File: config.mk
export PLATFORM = sky130hd
export DESIGN_NAME = icx_core
export DESIGN_NICKNAME = d
export VERILOG_FILES = /design/src/rtl/icx_core.v
export VERILOG_INCLUDE_DIRS = /design/src /design/src/rtl
export SDC_FILE = /design/constraint.sdc
export NUM_CORES = 2
export LEC_CHECK = 0
export ABC_CLOCK_PERIOD_IN_PS = 17000
export BUFFER_PORTS_ARGS = -buffer_cell sky130_fd_sc_hd__clkbuf_2
export CAP_MARGIN = 20
export CORE_MARGIN = 4
export CORE_UTILIZATION = 50
export CTS_BUF_LIST = sky130_fd_sc_hd__clkbuf_4 sky130_fd_sc_hd__clkbuf_8
export DETAILED_ROUTE_END_ITERATION = 8
export GPL_ROUTABILITY_DRIVEN = 0
export PLACE_DENSITY = 0.76
export SLEW_MARGIN = 20
export SYNTH_ARGS = -nofsm -noshare
export SYNTH_HDL_FRONTEND = slang
export SYNTH_SLANG_ARGS = --single-unit
File: constraint.sdc
create_clock -name mclk_i -period 17 [get_ports mclk_i]
set_clock_uncertainty 0.2 [all_clocks]
set_input_delay 3.4 -clock mclk_i [delete_from_list [all_inputs] [get_ports mclk_i]]
set_output_delay 3.4 -clock mclk_i [all_outputs]
set_load 0.03 [all_outputs]
File: src/rtl/icx_map.vh
`ifndef ICX_MAP_VH
`define ICX_MAP_VH

// Execution opcodes presented by the program sequencer.
`define ICX_OP_W          5
`define ICX_OP_IDLE       5'h00
`define ICX_OP_PWR_DOWN   5'h01
`define ICX_OP_INC_MEM    5'h02
`define ICX_OP_INC_WORK   5'h03
`define ICX_OP_BRANCH     5'h04
`define ICX_OP_LD_MEM     5'h05
`define ICX_OP_LD_IMM     5'h06
`define ICX_OP_ST_MEM     5'h07
`define ICX_OP_OR_MEM     5'h08
`define ICX_OP_OR_IMM     5'h09
`define ICX_OP_OR_TO_MEM  5'h0A
`define ICX_OP_SUB_EXIT   5'h0B
`define ICX_OP_EXIT_IMM   5'h0C
`define ICX_OP_IRQ_EXIT   5'h0D
`define ICX_OP_ROL_MEM    5'h0E
`define ICX_OP_ROL_WORK   5'h0F
`define ICX_OP_ROLC_MEM   5'h10
`define ICX_OP_ROLC_WORK  5'h11
`define ICX_OP_ROR_MEM    5'h12
`define ICX_OP_ROR_WORK   5'h13
`define ICX_OP_RORC_MEM   5'h14
`define ICX_OP_RORC_WORK  5'h15
`define ICX_OP_CALL       5'h16

// Register byte offsets on the bus.
`define ICX_ADDR_W        8
`define ICX_OFS_CTRL      8'h00
`define ICX_OFS_STATUS    8'h04
`define ICX_OFS_WORK      8'h08
`define ICX_OFS_PC        8'h0C
`define ICX_OFS_WDOG      8'h10

// Control register fields.
`define ICX_CTRL_RUN      0
`define ICX_CTRL_WAKE     1
`define ICX_CTRL_RST      1'h1

// Status register fields.
`define ICX_ST_CARRY      0
`define ICX_ST_ZERO       1
`define ICX_ST_PD         2
`define ICX_ST_EXPIRY     3
`define ICX_ST_GIE        4
`define ICX_ST_HALTED     5

// Interrupt control register: global enable position.
`define ICX_IRQC_GIE      0

// Core states.
`define ICX_ST_W          2
`define ICX_S_RUN         2'h0
`define ICX_S_SECOND      2'h1
`define ICX_S_HALT        2'h2

// Watchdog prescaler width and bus responses.
`define ICX_PRE_W         8
`define ICX_RESP_OKAY     2'h0
`define ICX_RESP_SLVERR   2'h2

`endif

File: src/rtl/icx_core.v
`timescale 1ns/1ps
// What this block does
// - Power-down stops execution, gates clock, keeps state.
// - Power-down clears watchdog, sets pd, clears expiry.
// - Memory increment writes byte plus one, zero only.
// - Increment-to-working loads byte plus one, zero only.
// - Direct branch loads target address, no flags.
// - Load from memory into working, no flags.
// - Load immediate constant into working, no flags.
// - Store working into memory, no flags.
// - Idle only advances the program counter.
// - OR memory into working, zero only.
// - OR immediate into working, zero only.
// - OR working into memory byte, zero only.
// - Subroutine exit pops PC, two cycles, no flags.
// - Exit with constant pops PC, loads working.
// - Interrupt exit pops PC, sets global enable.
// - Rotate left into memory, carry untouched.
// - Rotate left into working, memory unchanged.
// - Rotate left through carry into memory.
// - Rotate left through carry into working, carry updated.
// - Rotate right into memory, no flags.
// - Rotate right into working, memory untouched.
// - Rotate right through carry into memory.
// - Call pushes next address onto return stack.
`include "icx_map.vh"

module icx_core #(
    parameter PC_W     = 12,
    parameter DADDR_W  = 8,
    parameter STK_D    = 8,
    parameter STK_W    = 3
) (
    input  wire                   mclk_i,
    input  wire                   rstn_i,
    input  wire                   instr_valid_i,
    input  wire [`ICX_OP_W-1:0]   instr_op_i,
    input  wire [DADDR_W-1:0]     instr_addr_i,
    input  wire [7:0]             instr_imm_i,
    input  wire [PC_W-1:0]        instr_target_i,
    input  wire                   wake_i,
    output wire                   instr_ready_o,
    output wire                   flush_o,
    output wire                   clk_run_o,
    output wire [PC_W-1:0]        pc_o,
    output wire [7:0]             work_o,
    output wire                   carry_o,
    output wire                   zero_o,
    output wire                   global_irq_enable_o,
    input  wire [`ICX_ADDR_W-1:0] s_awaddr_i,
    input  wire                   s_awvalid_i,
    output wire                   s_awready_o,
    input  wire [31:0]            s_wdata_i,
    input  wire [3:0]             s_wstrb_i,
    input  wire                   s_wvalid_i,
    output wire                   s_wready_o,
    output wire [1:0]             s_bresp_o,
    output wire                   s_bvalid_o,
    input  wire                   s_bready_i,
    input  wire [`ICX_ADDR_W-1:0] s_araddr_i,
    input  wire                   s_arvalid_i,
    output wire                   s_arready_o,
    output wire [31:0]            s_rdata_o,
    output wire [1:0]             s_rresp_o,
    output wire                   s_rvalid_o,
    input  wire                   s_rready_i
);

    reg [7:0]             dmem [0:(1<<DADDR_W)-1];
    reg [PC_W-1:0]        stack [0:STK_D-1];
    reg [STK_W-1:0]       sp_r;
    reg [`ICX_ST_W-1:0]   state_r;
    reg [`ICX_ST_W-1:0]   state_nxt;
    reg                   ready_r;
    reg                   flush_r;
    reg [PC_W-1:0]        pc_r;
    reg [7:0]             work_r;
    reg                   carry_r;
    reg                   zero_r;
    reg                   pd_r;
    reg                   expiry_r;
    reg                   gie_r;
    reg                   run_en_r;
    reg                   clk_run_r;
    reg [`ICX_PRE_W-1:0]  wd_pre_r;
    reg [7:0]             wd_cnt_r;

    reg [PC_W-1:0]        pc_nxt;
    reg [7:0]             work_nxt;
    reg                   work_we;
    reg [7:0]             mem_wd;
    reg                   mem_we;
    reg                   carry_nxt;
    reg                   carry_we;
    reg                   zero_we;
    reg [7:0]             zero_src;
    reg                   push;
    reg                   pop;
    reg                   gie_set;
    reg                   halt_go;
    reg                   two_cyc;

    reg                   awready_r;
    reg                   wready_r;
    reg                   bvalid_r;
    reg [1:0]             bresp_r;
    reg [`ICX_ADDR_W-1:0] awaddr_r;
    reg [31:0]            wdata_r;
    reg [3:0]             wstrb_r;
    reg                   arready_r;
    reg                   rvalid_r;
    reg [1:0]             rresp_r;
    reg [31:0]            rdata_r;

    wire [7:0]            mem_rd   = dmem[instr_addr_i];
    wire                  fire     = instr_valid_i & ready_r & (state_r == `ICX_S_RUN);
    wire [STK_W-1:0]      sp_dec   = sp_r - {{(STK_W-1){1'b0}}, 1'b1};
    wire [PC_W-1:0]       pc_inc   = pc_r + {{(PC_W-1){1'b0}}, 1'b1};
    wire                  wr_go    = ~awready_r & ~wready_r & ~bvalid_r;
    wire [2:0]            wr_sel   = icx_sel(awaddr_r);
    wire                  wr_lo    = wr_go & wstrb_r[0];
    wire                  ctrl_wr  = wr_lo & (wr_sel == 3'h0);
    wire                  stat_wr  = wr_lo & (wr_sel == 3'h1);
    wire                  work_wr  = wr_lo & (wr_sel == 3'h2);
    wire                  wake_req = wake_i | (ctrl_wr & wdata_r[`ICX_CTRL_WAKE]);
    wire                  wd_tick  = &wd_pre_r;

    // Register index from byte address; 3'h7 marks an unmapped address.
    function [2:0] icx_sel;
        input [`ICX_ADDR_W-1:0] a;
        begin
            case (a)
                `ICX_OFS_CTRL:   icx_sel = 3'h0;
                `ICX_OFS_STATUS: icx_sel = 3'h1;
                `ICX_OFS_WORK:   icx_sel = 3'h2;
                `ICX_OFS_PC:     icx_sel = 3'h3;
                `ICX_OFS_WDOG:   icx_sel = 3'h4;
                default:         icx_sel = 3'h7;
            endcase
        end
    endfunction

    // Nine-bit ring rotation of {carry, byte}; dir 1 is left.
    function [8:0] icx_rotc;
        input [7:0] b;
        input       c;
        input       dir;
        begin
            icx_rotc = dir ? {b[7], b[6:0], c} : {b[0], c, b[7:1]};
        end
    endfunction

    always @* begin
        pc_nxt    = pc_inc;
        work_nxt  = work_r;
        work_we   = 1'b0;
        mem_wd    = mem_rd;
        mem_we    = 1'b0;
        carry_nxt = carry_r;
        carry_we  = 1'b0;
        zero_we   = 1'b0;
        zero_src  = 8'h00;
        push      = 1'b0;
        pop       = 1'b0;
        gie_set   = 1'b0;
        halt_go   = 1'b0;
        two_cyc   = 1'b0;
        case (instr_op_i)
            `ICX_OP_IDLE:     pc_nxt = pc_inc;
            `ICX_OP_PWR_DOWN: halt_go = 1'b1;
            `ICX_OP_INC_MEM: begin
                mem_wd   = mem_rd + 8'h01;
                mem_we   = 1'b1;
                zero_we  = 1'b1;
                zero_src = mem_wd;
            end
            `ICX_OP_INC_WORK: begin
                work_nxt = mem_rd + 8'h01;
                work_we  = 1'b1;
                zero_we  = 1'b1;
                zero_src = work_nxt;
            end
            `ICX_OP_BRANCH: pc_nxt = instr_target_i;
            `ICX_OP_CALL: begin
                pc_nxt = instr_target_i;
                push   = 1'b1;
            end
            `ICX_OP_LD_MEM: begin
                work_nxt = mem_rd;
                work_we  = 1'b1;
            end
            `ICX_OP_LD_IMM: begin
                work_nxt = instr_imm_i;
                work_we  = 1'b1;
            end
            `ICX_OP_ST_MEM: begin
                mem_wd = work_r;
                mem_we = 1'b1;
            end
            `ICX_OP_OR_MEM: begin
                work_nxt = work_r | mem_rd;
                work_we  = 1'b1;
                zero_we  = 1'b1;
                zero_src = work_nxt;
            end
            `ICX_OP_OR_IMM: begin
                work_nxt = work_r | instr_imm_i;
                work_we  = 1'b1;
                zero_we  = 1'b1;
                zero_src = work_nxt;
            end
            `ICX_OP_OR_TO_MEM: begin
                mem_wd   = work_r | mem_rd;
                mem_we   = 1'b1;
                zero_we  = 1'b1;
                zero_src = mem_wd;
            end
            `ICX_OP_SUB_EXIT: begin
                pc_nxt  = stack[sp_dec];
                pop     = 1'b1;
                two_cyc = 1'b1;
            end
            `ICX_OP_EXIT_IMM: begin
                pc_nxt   = stack[sp_dec];
                pop      = 1'b1;
                work_nxt = instr_imm_i;
                work_we  = 1'b1;
                two_cyc  = 1'b1;
            end
            `ICX_OP_IRQ_EXIT: begin
                pc_nxt  = stack[sp_dec];
                pop     = 1'b1;
                gie_set = 1'b1;
                two_cyc = 1'b1;
            end
            `ICX_OP_ROL_MEM: begin
                mem_wd = {mem_rd[6:0], mem_rd[7]};
                mem_we = 1'b1;
            end
            `ICX_OP_ROL_WORK: begin
                work_nxt = {mem_rd[6:0], mem_rd[7]};
                work_we  = 1'b1;
            end
            `ICX_OP_ROLC_MEM: begin
                {carry_nxt, mem_wd} = icx_rotc(mem_rd, carry_r, 1'b1);
                mem_we   = 1'b1;
                carry_we = 1'b1;
            end
            `ICX_OP_ROLC_WORK: begin
                {carry_nxt, work_nxt} = icx_rotc(mem_rd, carry_r, 1'b1);
                work_we  = 1'b1;
                carry_we = 1'b1;
            end
            `ICX_OP_ROR_MEM: begin
                mem_wd = {mem_rd[0], mem_rd[7:1]};
                mem_we = 1'b1;
            end
            `ICX_OP_ROR_WORK: begin
                work_nxt = {mem_rd[0], mem_rd[7:1]};
                work_we  = 1'b1;
            end
            `ICX_OP_RORC_MEM: begin
                {carry_nxt, mem_wd} = icx_rotc(mem_rd, carry_r, 1'b0);
                mem_we   = 1'b1;
                carry_we = 1'b1;
            end
            `ICX_OP_RORC_WORK: begin
                {carry_nxt, work_nxt} = icx_rotc(mem_rd, carry_r, 1'b0);
                work_we  = 1'b1;
                carry_we = 1'b1;
            end
            default: pc_nxt = pc_inc;
        endcase
    end

    always @* begin
        state_nxt = state_r;
        case (state_r)
            `ICX_S_RUN: begin
                if (fire && halt_go) begin
                    state_nxt = `ICX_S_HALT;
                end else if (fire && two_cyc) begin
                    state_nxt = `ICX_S_SECOND;
                end
            end
            `ICX_S_SECOND: begin
                state_nxt = `ICX_S_RUN;
            end
            `ICX_S_HALT: begin
                if (wake_req) begin
                    state_nxt = `ICX_S_RUN;
                end
            end
            default: begin
                state_nxt = `ICX_S_RUN;
            end
        endcase
    end

    // Memories carry no reset so that a power-down never disturbs them.
    always @(posedge mclk_i) begin
        if (fire && mem_we) begin
            dmem[instr_addr_i] <= mem_wd;
        end
        if (fire && push) begin
            stack[sp_r] <= pc_inc;
        end
    end

    always @(posedge mclk_i or negedge rstn_i) begin
        if (!rstn_i) begin
            state_r  <= `ICX_S_RUN;
            ready_r  <= 1'b0;
            flush_r  <= 1'b0;
            pc_r     <= {PC_W{1'b0}};
            sp_r     <= {STK_W{1'b0}};
            work_r   <= 8'h00;
            carry_r  <= 1'b0;
            zero_r   <= 1'b0;
            pd_r     <= 1'b0;
            expiry_r <= 1'b0;
            gie_r    <= 1'b0;
            run_en_r <= `ICX_CTRL_RST;
            clk_run_r <= 1'b1;
            wd_pre_r <= {`ICX_PRE_W{1'b0}};
            wd_cnt_r <= 8'h00;
        end else begin
            state_r   <= state_nxt;
            clk_run_r <= (state_nxt != `ICX_S_HALT);
            ready_r <= (state_nxt == `ICX_S_RUN) & (ctrl_wr ? wdata_r[`ICX_CTRL_RUN] : run_en_r);
            flush_r <= fire & two_cyc;
            if (ctrl_wr) begin
                run_en_r <= wdata_r[`ICX_CTRL_RUN];
            end
            if (stat_wr) begin
                carry_r <= wdata_r[`ICX_ST_CARRY];
                zero_r  <= wdata_r[`ICX_ST_ZERO];
                gie_r   <= wdata_r[`ICX_ST_GIE];
            end
            if (work_wr) begin
                work_r <= wdata_r[7:0];
            end
            wd_pre_r <= wd_pre_r + {{(`ICX_PRE_W-1){1'b0}}, 1'b1};
            if (wd_tick) begin
                wd_cnt_r <= wd_cnt_r + 8'h01;
                if (&wd_cnt_r) begin
                    expiry_r <= 1'b1;
                end
            end
            if (fire) begin
                pc_r <= pc_nxt;
                if (work_we) begin
                    work_r <= work_nxt;
                end
                if (carry_we) begin
                    carry_r <= carry_nxt;
                end
                if (zero_we) begin
                    zero_r <= (zero_src == 8'h00);
                end
                if (push) begin
                    sp_r <= sp_r + {{(STK_W-1){1'b0}}, 1'b1};
                end
                if (pop) begin
                    sp_r <= sp_dec;
                end
                // Enable and PC change on one edge, and the next fetch is held off.
                if (gie_set) begin
                    gie_r <= 1'b1;
                end
                if (halt_go) begin
                    wd_pre_r <= {`ICX_PRE_W{1'b0}};
                    wd_cnt_r <= 8'h00;
                    pd_r     <= 1'b1;
                    expiry_r <= 1'b0;
                end
            end
        end
    end

    always @(posedge mclk_i or negedge rstn_i) begin
        if (!rstn_i) begin
            awready_r <= 1'b1;
            wready_r  <= 1'b1;
            bvalid_r  <= 1'b0;
            bresp_r   <= `ICX_RESP_OKAY;
            awaddr_r  <= {`ICX_ADDR_W{1'b0}};
            wdata_r   <= 32'h00000000;
            wstrb_r   <= 4'h0;
            arready_r <= 1'b1;
            rvalid_r  <= 1'b0;
            rresp_r   <= `ICX_RESP_OKAY;
            rdata_r   <= 32'h00000000;
        end else begin
            if (s_awvalid_i && awready_r) begin
                awaddr_r  <= s_awaddr_i;
                awready_r <= 1'b0;
            end
            if (s_wvalid_i && wready_r) begin
                wdata_r  <= s_wdata_i;
                wstrb_r  <= s_wstrb_i;
                wready_r <= 1'b0;
            end
            if (wr_go) begin
                bvalid_r <= 1'b1;
                bresp_r  <= (wr_sel == 3'h7) ? `ICX_RESP_SLVERR : `ICX_RESP_OKAY;
            end
            if (bvalid_r && s_bready_i) begin
                bvalid_r  <= 1'b0;
                awready_r <= 1'b1;
                wready_r  <= 1'b1;
            end
            if (s_arvalid_i && arready_r) begin
                arready_r <= 1'b0;
                rvalid_r  <= 1'b1;
                rresp_r   <= `ICX_RESP_OKAY;
                case (icx_sel(s_araddr_i))
                    3'h0: rdata_r <= {31'h00000000, run_en_r};
                    3'h1: rdata_r <= {26'h0000000, state_r == `ICX_S_HALT, gie_r, expiry_r, pd_r, zero_r, carry_r};
                    3'h2: rdata_r <= {24'h000000, work_r};
                    3'h3: rdata_r <= {{(32-PC_W){1'b0}}, pc_r};
                    3'h4: rdata_r <= {24'h000000, wd_cnt_r};
                    default: begin
                        rdata_r <= 32'h00000000;
                        rresp_r <= `ICX_RESP_SLVERR;
                    end
                endcase
            end
            if (rvalid_r && s_rready_i) begin
                rvalid_r  <= 1'b0;
                arready_r <= 1'b1;
            end
        end
    end

    assign instr_ready_o       = ready_r;
    assign flush_o             = flush_r;
    assign clk_run_o           = clk_run_r;
    assign pc_o                = pc_r;
    assign work_o              = work_r;
    assign carry_o             = carry_r;
    assign zero_o              = zero_r;
    assign global_irq_enable_o = gie_r;
    assign s_awready_o         = awready_r;
    assign s_wready_o          = wready_r;
    assign s_bvalid_o          = bvalid_r;
    assign s_bresp_o           = bresp_r;
    assign s_arready_o         = arready_r;
    assign s_rvalid_o          = rvalid_r;
    assign s_rresp_o           = rresp_r;
    assign s_rdata_o           = rdata_r;

endmodule // icx_core

# Yosys cells after proc, flatten, opt, wreduce, memory -nomap -nowiden

Memory sizes are Yosys's and may differ from the RTL's.
Cells that the tools add are included.

$add $sub $neg: 6
$mul: 0
Div/mod/pow operators: 0
$lt $le $gt $ge: 0
Equal/unequal tests: 41
Shift-type cells: 0
Muxes and demuxes: 61
Bitwise gates (word level): 17
Reductions and logical operators: 37

Operator list:

| operator                                               | count |
|---|---|
| one-hot mux 8 bit (9 select lines)                     | 1 |
| two-way mux 8 bit                                      | 8 |
| one-hot mux 12 bit (5 select lines)                    | 1 |
| one-hot mux 8 bit (7 select lines)                     | 1 |
| == test 5 x 4 -> 1 bit, second input constant          | 8 |
| two-way mux 1 bit                                      | 36 |
| == test 5 bit, second input constant                   | 7 |
| == test 8 x 4 -> 1 bit, second input constant          | 4 |
| one-hot mux 3 bit (5 select lines)                     | 2 |
| adder 8 x 1 -> 8 bit, second input constant            | 3 |
| zero test 8 bit                                        | 3 |
| one-hot mux 12 bit (2 select lines)                    | 1 |
| one-hot mux 8 bit (3 select lines)                     | 1 |
| == test 5 x 3 -> 1 bit, second input constant          | 4 |
| == test 8 x 3 -> 1 bit, second input constant          | 2 |
| == test 8 x 5 -> 1 bit, second input constant          | 2 |
| bitwise OR 8 bit                                       | 2 |
| AND reduction 8 bit                                    | 2 |
| adder 12 x 1 -> 12 bit, second input constant          | 1 |
| OR reduction 2 bit                                     | 6 |
| bitwise AND 1 bit                                      | 11 |
| inequality test 11 x 3 -> 1 bit, second input constant | 1 |
| == test 5 x 2 -> 1 bit, second input constant          | 2 |
| two-way mux 2 bit                                      | 5 |
| 24 further kinds                                       | 48 |

Register bits: 108
Latch bits: 0
Bits in writable memories: 2144
ROM bits: 0
Output and inout port bits: 67
Memories: 2

Memories:

| memory | depth | bits a word | rd ports | clocked after Yosys merged registers in | wr ports | line          | RTL |
|---|---|---|---|---|---|---|---|
| dmem   | 256   | 8           | 1        | 0                                       | 1        | icx_core.v:69 | `reg [7:0] dmem [0:(1<<DADDR_W)-1];` |
| stack  | 8     | 12          | 1        | 0                                       | 1        | icx_core.v:70 | `reg [PC_W-1:0] stack [0:STK_D-1];` |

# Depth between registers and ports, before layout

Depth in word-level cells: 11
Mapped depth: 20
Gate-level depth less buffers: 14

# Least setup slack after synthesis

No wires, ideal clock.

Path type: input to register
Start point: input port instr_addr_i[0]
End point: memory dmem[0][3], data pin
Arrival time: 15.377 ns
Setup slack: -0.674 ns
Stages on the path: 13
Buffers on the path: 5
Path through: buf_6 > buf_6 > buf_6 > buf_2 > mux4_2 > a22oi_1 > a21oi_1 > o41ai_1 > nand4_1 > clkbuf_1 > a21oi_1 > nor2_1 > nor3_1

Longest elaborated chain between the ends: 3
Elaborated cells between the ends (all ways): 4
Those cells by class: add/sub (1); mux (1); bitwise (1); memory (1)

Ends and longest elaborated chain:

| item                                                            | line                           | RTL |
|---|---|---|
| start: declaration                                              | icx_core.v:38                  | `input wire [DADDR_W-1:0] instr_addr_i,` |
| memory (256 x 8 bit) (*)                                        | -                              |  |
| adder 8 x 1 -> 8 bit / bitwise OR 8 bit (equally long branches) | icx_core.v:172, icx_core.v:213 |  |
| one-hot mux 8 bit (7 select lines) (*)                          | icx_core.v:168                 | `case (instr_op_i)` |
| via mem_wd[3]                                                   | icx_core.v:91                  | `reg [7:0] mem_wd;` |
| end: declaration                                                | icx_core.v:69                  |  |

Mark *: on every way through the listed nets, which the timed path passes. The rest lies on a longest branch.

# Worst setup path after layout

Start point: input port instr_addr_i[0]
End point: memory dmem[87][1], data pin

The elaborated chain is that of the path after synthesis.

==> summary.md <==
| Metric | Value |
|---|---|
| Clock tree from TritonCTS | `done` |
| Via/cell ratio | `6.408` |
| DR pass1 iterations | `9` |
| Crit path time final | `10.64 ns` |
| Tcrit/Tclk final | `62.57%` |
| Most Crowded Layer GR | `met2` |
| Die width | `429.7 um` |
| Synthesized cell area | `88930 sq um` |
| Peak supply drop | `0.08904 mV` |
| Via count | `48.12k` |
| Req. time, crit path | `17.49 ns` |
| Worst path max stage delay | `0.95 ns` |
| Post-cts sizing count | `0` |
| 1st-iter DRT viols | `7137` |
| Core Region | `176500 sq um` |
| Fin. max-slew vios | `0` |
| Number of antenna violations at the first check in global routing | `11` |
| Cells after Synth | `4627` |
| Footprint of the multi-input gates | `20920 sq um` |
| Crit path DAT | `11.13 ns` |
| Overall routed net length | `226800 um` |
| Critical path startpoint category | `primary input` |
| Warnings, synthesis | `0` |
| Final Hold Fails | `0` |
| Crit-path cells | `buf_8, buf_12, buf_12, mux4_2, a22oi_1, a21oi_1, o41ai_1, and4_1, inv_1, ha_1, a221oi_1, o221ai_1, o21ai_0, a21oi_4, buf_12, buf_16` |
| # hold bufs at CTS | `0` |
| Ports | `161` |
| Area leader, netlist | `edfxtp_1` |
| RSZ-0062 raised after global routing | `false` |
| Psw | `2853 uW` |
| Achievable clock frequency | `94.02 MHz` |
| Part of the power in registers | `54.5%` |
| Remaining Overflow, GRT | `0` |
| Post-synth EDFFs | `2144` |
| Total Routing Usage GR | `24.35%` |
| Clk sinks | `2230` |
| Worst-Margin Slew | `1.209 ns` |
| WL/cell | `30.21 um` |
| Syn_area_per_cell | `19.22 sq um` |
| Family with the most delay on the worst path | `buffers and inverters` |
| Slew margin rel. | `19.16%` |
| Synth cell count leaders | `2144 x edfxtp_1, 461 x mux4_2, 331 x nor2_1` |
| Static Leak | `0.03177 uW` |
| Crit Path Class | `in -> reg` |
| Worst Hold Class | `reg -> reg` |
| Internal cell power | `8903 uW` |
| PD cells | `119.2 nW/um^2` |
| Core Util, Final | `55.90%` |
| Post-DRT Antenna Nets | `0` |
| Inserted Clock Buffers | `354` |
| CTS root buf | `clkbuf_8` |
| Status | `finished clean` |
| Met3 Use GR | `6.728%` |
| Cell repeated most along the worst path | `buf_12` |
| Seq. cell area | `66540 sq um` |
| Sw frac | `24.27%` |
| # H-tree levels | `5` |
| Port bufs | `111` |
| Clock power frac | `36.6%` |
| Largest net degree at the start of global routing | `257` |
| Layout Nets | `5013` |
| Setup_tns | `0 ns` |
| DRC violations left | `0` |
| Maximum clock path buffer count | `4` |
| Yosys reg bits | `2230` |
| Comb pwr share | `8.9%` |
| Synth cell types | `91` |
| MaxCap Viol Count | `0` |
| Number of fill cells | `12.89k` |
| Sequential share of the synthesized area | `74.82%` |
| Yosys top cell area share | `72.39%` |
| Row count | `154` |
| Hold WS | `0.2801 ns` |
| Layout area overhead | `10.94%` |
| Worst-Skew Late Latency | `1.06 ns` |
| Met1 GRT Util | `33.81%` |
| Post-DP HPWL | `135500 um` |
| Die height | `429.7 um` |
| First-pass GRT wire length | `328600 um` |
| Most frequent cell after synthesis | `edfxtp_1` |
| Vias in the first global route | `47.48k` |
| Share of layout cells above drive strength 1 | `24.63%` |
| Worst path slowest cell | `o41ai_1` |
| Largest cells by area after synthesis | `edfxtp_1 72%, mux4_2 12%, dfrtp_1 2.3%, mux2i_1 2.3%, a22oi_1 1.7%` |
| Crit Path Max Fanout | `168` |
| Worst-path clk slew | `0.05 ns` |
| Setup fix buffers added after clock tree synthesis | `0` |
| Crit end category | `flop` |
| Critical path buffer and inverter count | `6` |
| Starting Density | `50.39%` |
| Ys flop type | `edfxtp_1` |
| Global Route met2 Usage | `36.10%` |
| Die area | `184700 sq um` |
| Final setup fails | `0` |
| Async set-or-reset flop fraction in the synthesized netlist | `3.857%` |
-- worst register-to-register path, cell delays in order (launching register included) --
cell and delay (ns):
edfxtp_1 0.36, mux4_2 0.50, a22oi_1 0.55, a21oi_1 0.19, o41ai_1 0.97, and4_1 0.87, inv_1 0.12, ha_1 0.41
a221oi_1 0.10, o221ai_1 0.14, o21ai_0 0.18, a21oi_4 0.80, buf_12 0.34, buf_16 0.58
-- layout by cell type (no fill, tap or decap), types with 11 or more instances in the layout --
| cell | Yosys | routed |
|---|---|---|
| dfrtp_1 | 81 | 81 |
| buf_12 | 3 | 14 |
| nor3_1 | 37 | 32 |
| o22ai_1 | 11 | 11 |
| a22oi_1 | 206 | 205 |
| mux2_2 | 22 | 22 |
| a221oi_1 | 25 | 25 |
| nor4_1 | 14 | 12 |
| clkinv_2 | 0 | 37 |
| edfxtp_1 | 2144 | 2144 |
| and3_1 | 19 | 19 |
| buf_4 | 40 | 90 |
| clkbuf_8 | 0 | 364 |
| xnor2_1 | 18 | 17 |
| o21ai_0 | 59 | 59 |
| nand2b_1 | 22 | 22 |
| a31oi_1 | 16 | 16 |
| nor2b_1 | 17 | 13 |
| o41ai_1 | 12 | 12 |
| nand4_1 | 19 | 19 |
| clkbuf_2 | 0 | 107 |
| nand2_1 | 179 | 179 |
| xor2_1 | 13 | 12 |
| inv_1 | 24 | 24 |
| clkbuf_4 | 0 | 96 |
| mux2i_1 | 201 | 201 |
| conb_1 | 1 | 22 |
| mux4_2 | 461 | 461 |
| a211oi_1 | 13 | 12 |
| nand3_1 | 84 | 79 |
| clkinv_1 | 1 | 100 |
| nor2_1 | 331 | 327 |
| a21oi_1 | 111 | 108 |
-- area by class of cell --
class | count | share of cell area (%)
diodes | 5 | 0.01268
clock buffers | 460 | 5.808
clock inverters | 147 | 0.7888
inverters | 26 | 0.1002
multi-input cells | 2082 | 21.20
flip-flops and latches | 2230 | 67.44
well taps | 2340 | 2.968
repair buffers | 219 | 1.677
-- worst paths after layout --
| check | from | depth (start not counted) | slack, ns | end |
|---|---|---|---|---|
| min reg2reg | s_rdata_o[4]$_DFFE_PN0P_ | 2 | 0.28 | s_rdata_o[4]$_DFFE_PN0P_ |
| max | instr_addr_i[0] | 16 | 6.36 | dmem[87][1]$_DFFE_PP_ |
| min in group asynchronous | rstn_i | 1 | 2.26 | wdata_r[0]$_DFFE_PN0P_ |
| max in group asynchronous | rstn_i | 1 | 13.83 | s_rdata_o[4]$_DFFE_PN0P_ |
| min | s_rdata_o[4]$_DFFE_PN0P_ | 2 | 0.28 | s_rdata_o[4]$_DFFE_PN0P_ |
| max reg2reg | dmem[236][0]$_DFFE_PP_ | 13 | 10.20 | dmem[87][1]$_DFFE_PP_ |
-- logic make-up (layout without fill, tap and decap cells) --
| family | count (synthesis) | after routing | share of synthesized area (%) |
|---|---|---|---|
| mux | 690 | 690 | 14.39 |
| buf+inv | 336 | 852 | 2.022 |
| flops | 2230 | 2230 | 74.82 |
| simple gates | 786 | 786 | 4.086 |
| compound gates | 547 | 547 | 4.287 |
| xor+xnor | 31 | 31 | 0.3053 |
| other cells | 1 | 27 | 0.004217 |
| fa+ha+maj | 6 | 6 | 0.08441 |
-- routing by layer --
metal / share of wire [%] / routed length, um
met1: 37 / 83280
met2: 45 / 103100
met3: 13 / 28860
met4: 5.1 / 11550
met5: 0.0040 / 9
-- power groups by stage --
stage | clock, uW | sequential, uW | combinational (uW)
2_1_floorplan | 0 | 6640 | 588
3_3_place_gp | 0 | 6510 | 981
3_5_place_dp | 0 | 6520 | 1020
4_1_cts | 4340 | 6400 | 1020
5_1_grt | 4620 | 6410 | 1110
6_report | 4300 | 6400 | 1050
-- registers in the layout, summed over array words and instances (netlist names), 2 cells and up --
signal and cells:
awaddr_r 8, dmem 2048, pc_o 12, s_rdata_o 12, sp_r 3, stack 96
state_r 2, wd_cnt_r 8, wd_pre_r 8, wdata_r 8, work_o 8
-- metrics by stage --
step           instances  setup slack (ns)  cell area [sq um]  total power, uW
2_1_floorplan       4648             1.838              89020             7232
3_3_place_gp        6892             5.605              91980             7496
3_5_place_dp        6892             5.400              91990             7539
4_1_cts             7499             6.489              98500            11770
5_1_grt             7506             6.172              98650            12130
6_report            7509             6.364              98660            11760
Power figures use the tool's default switching activity.
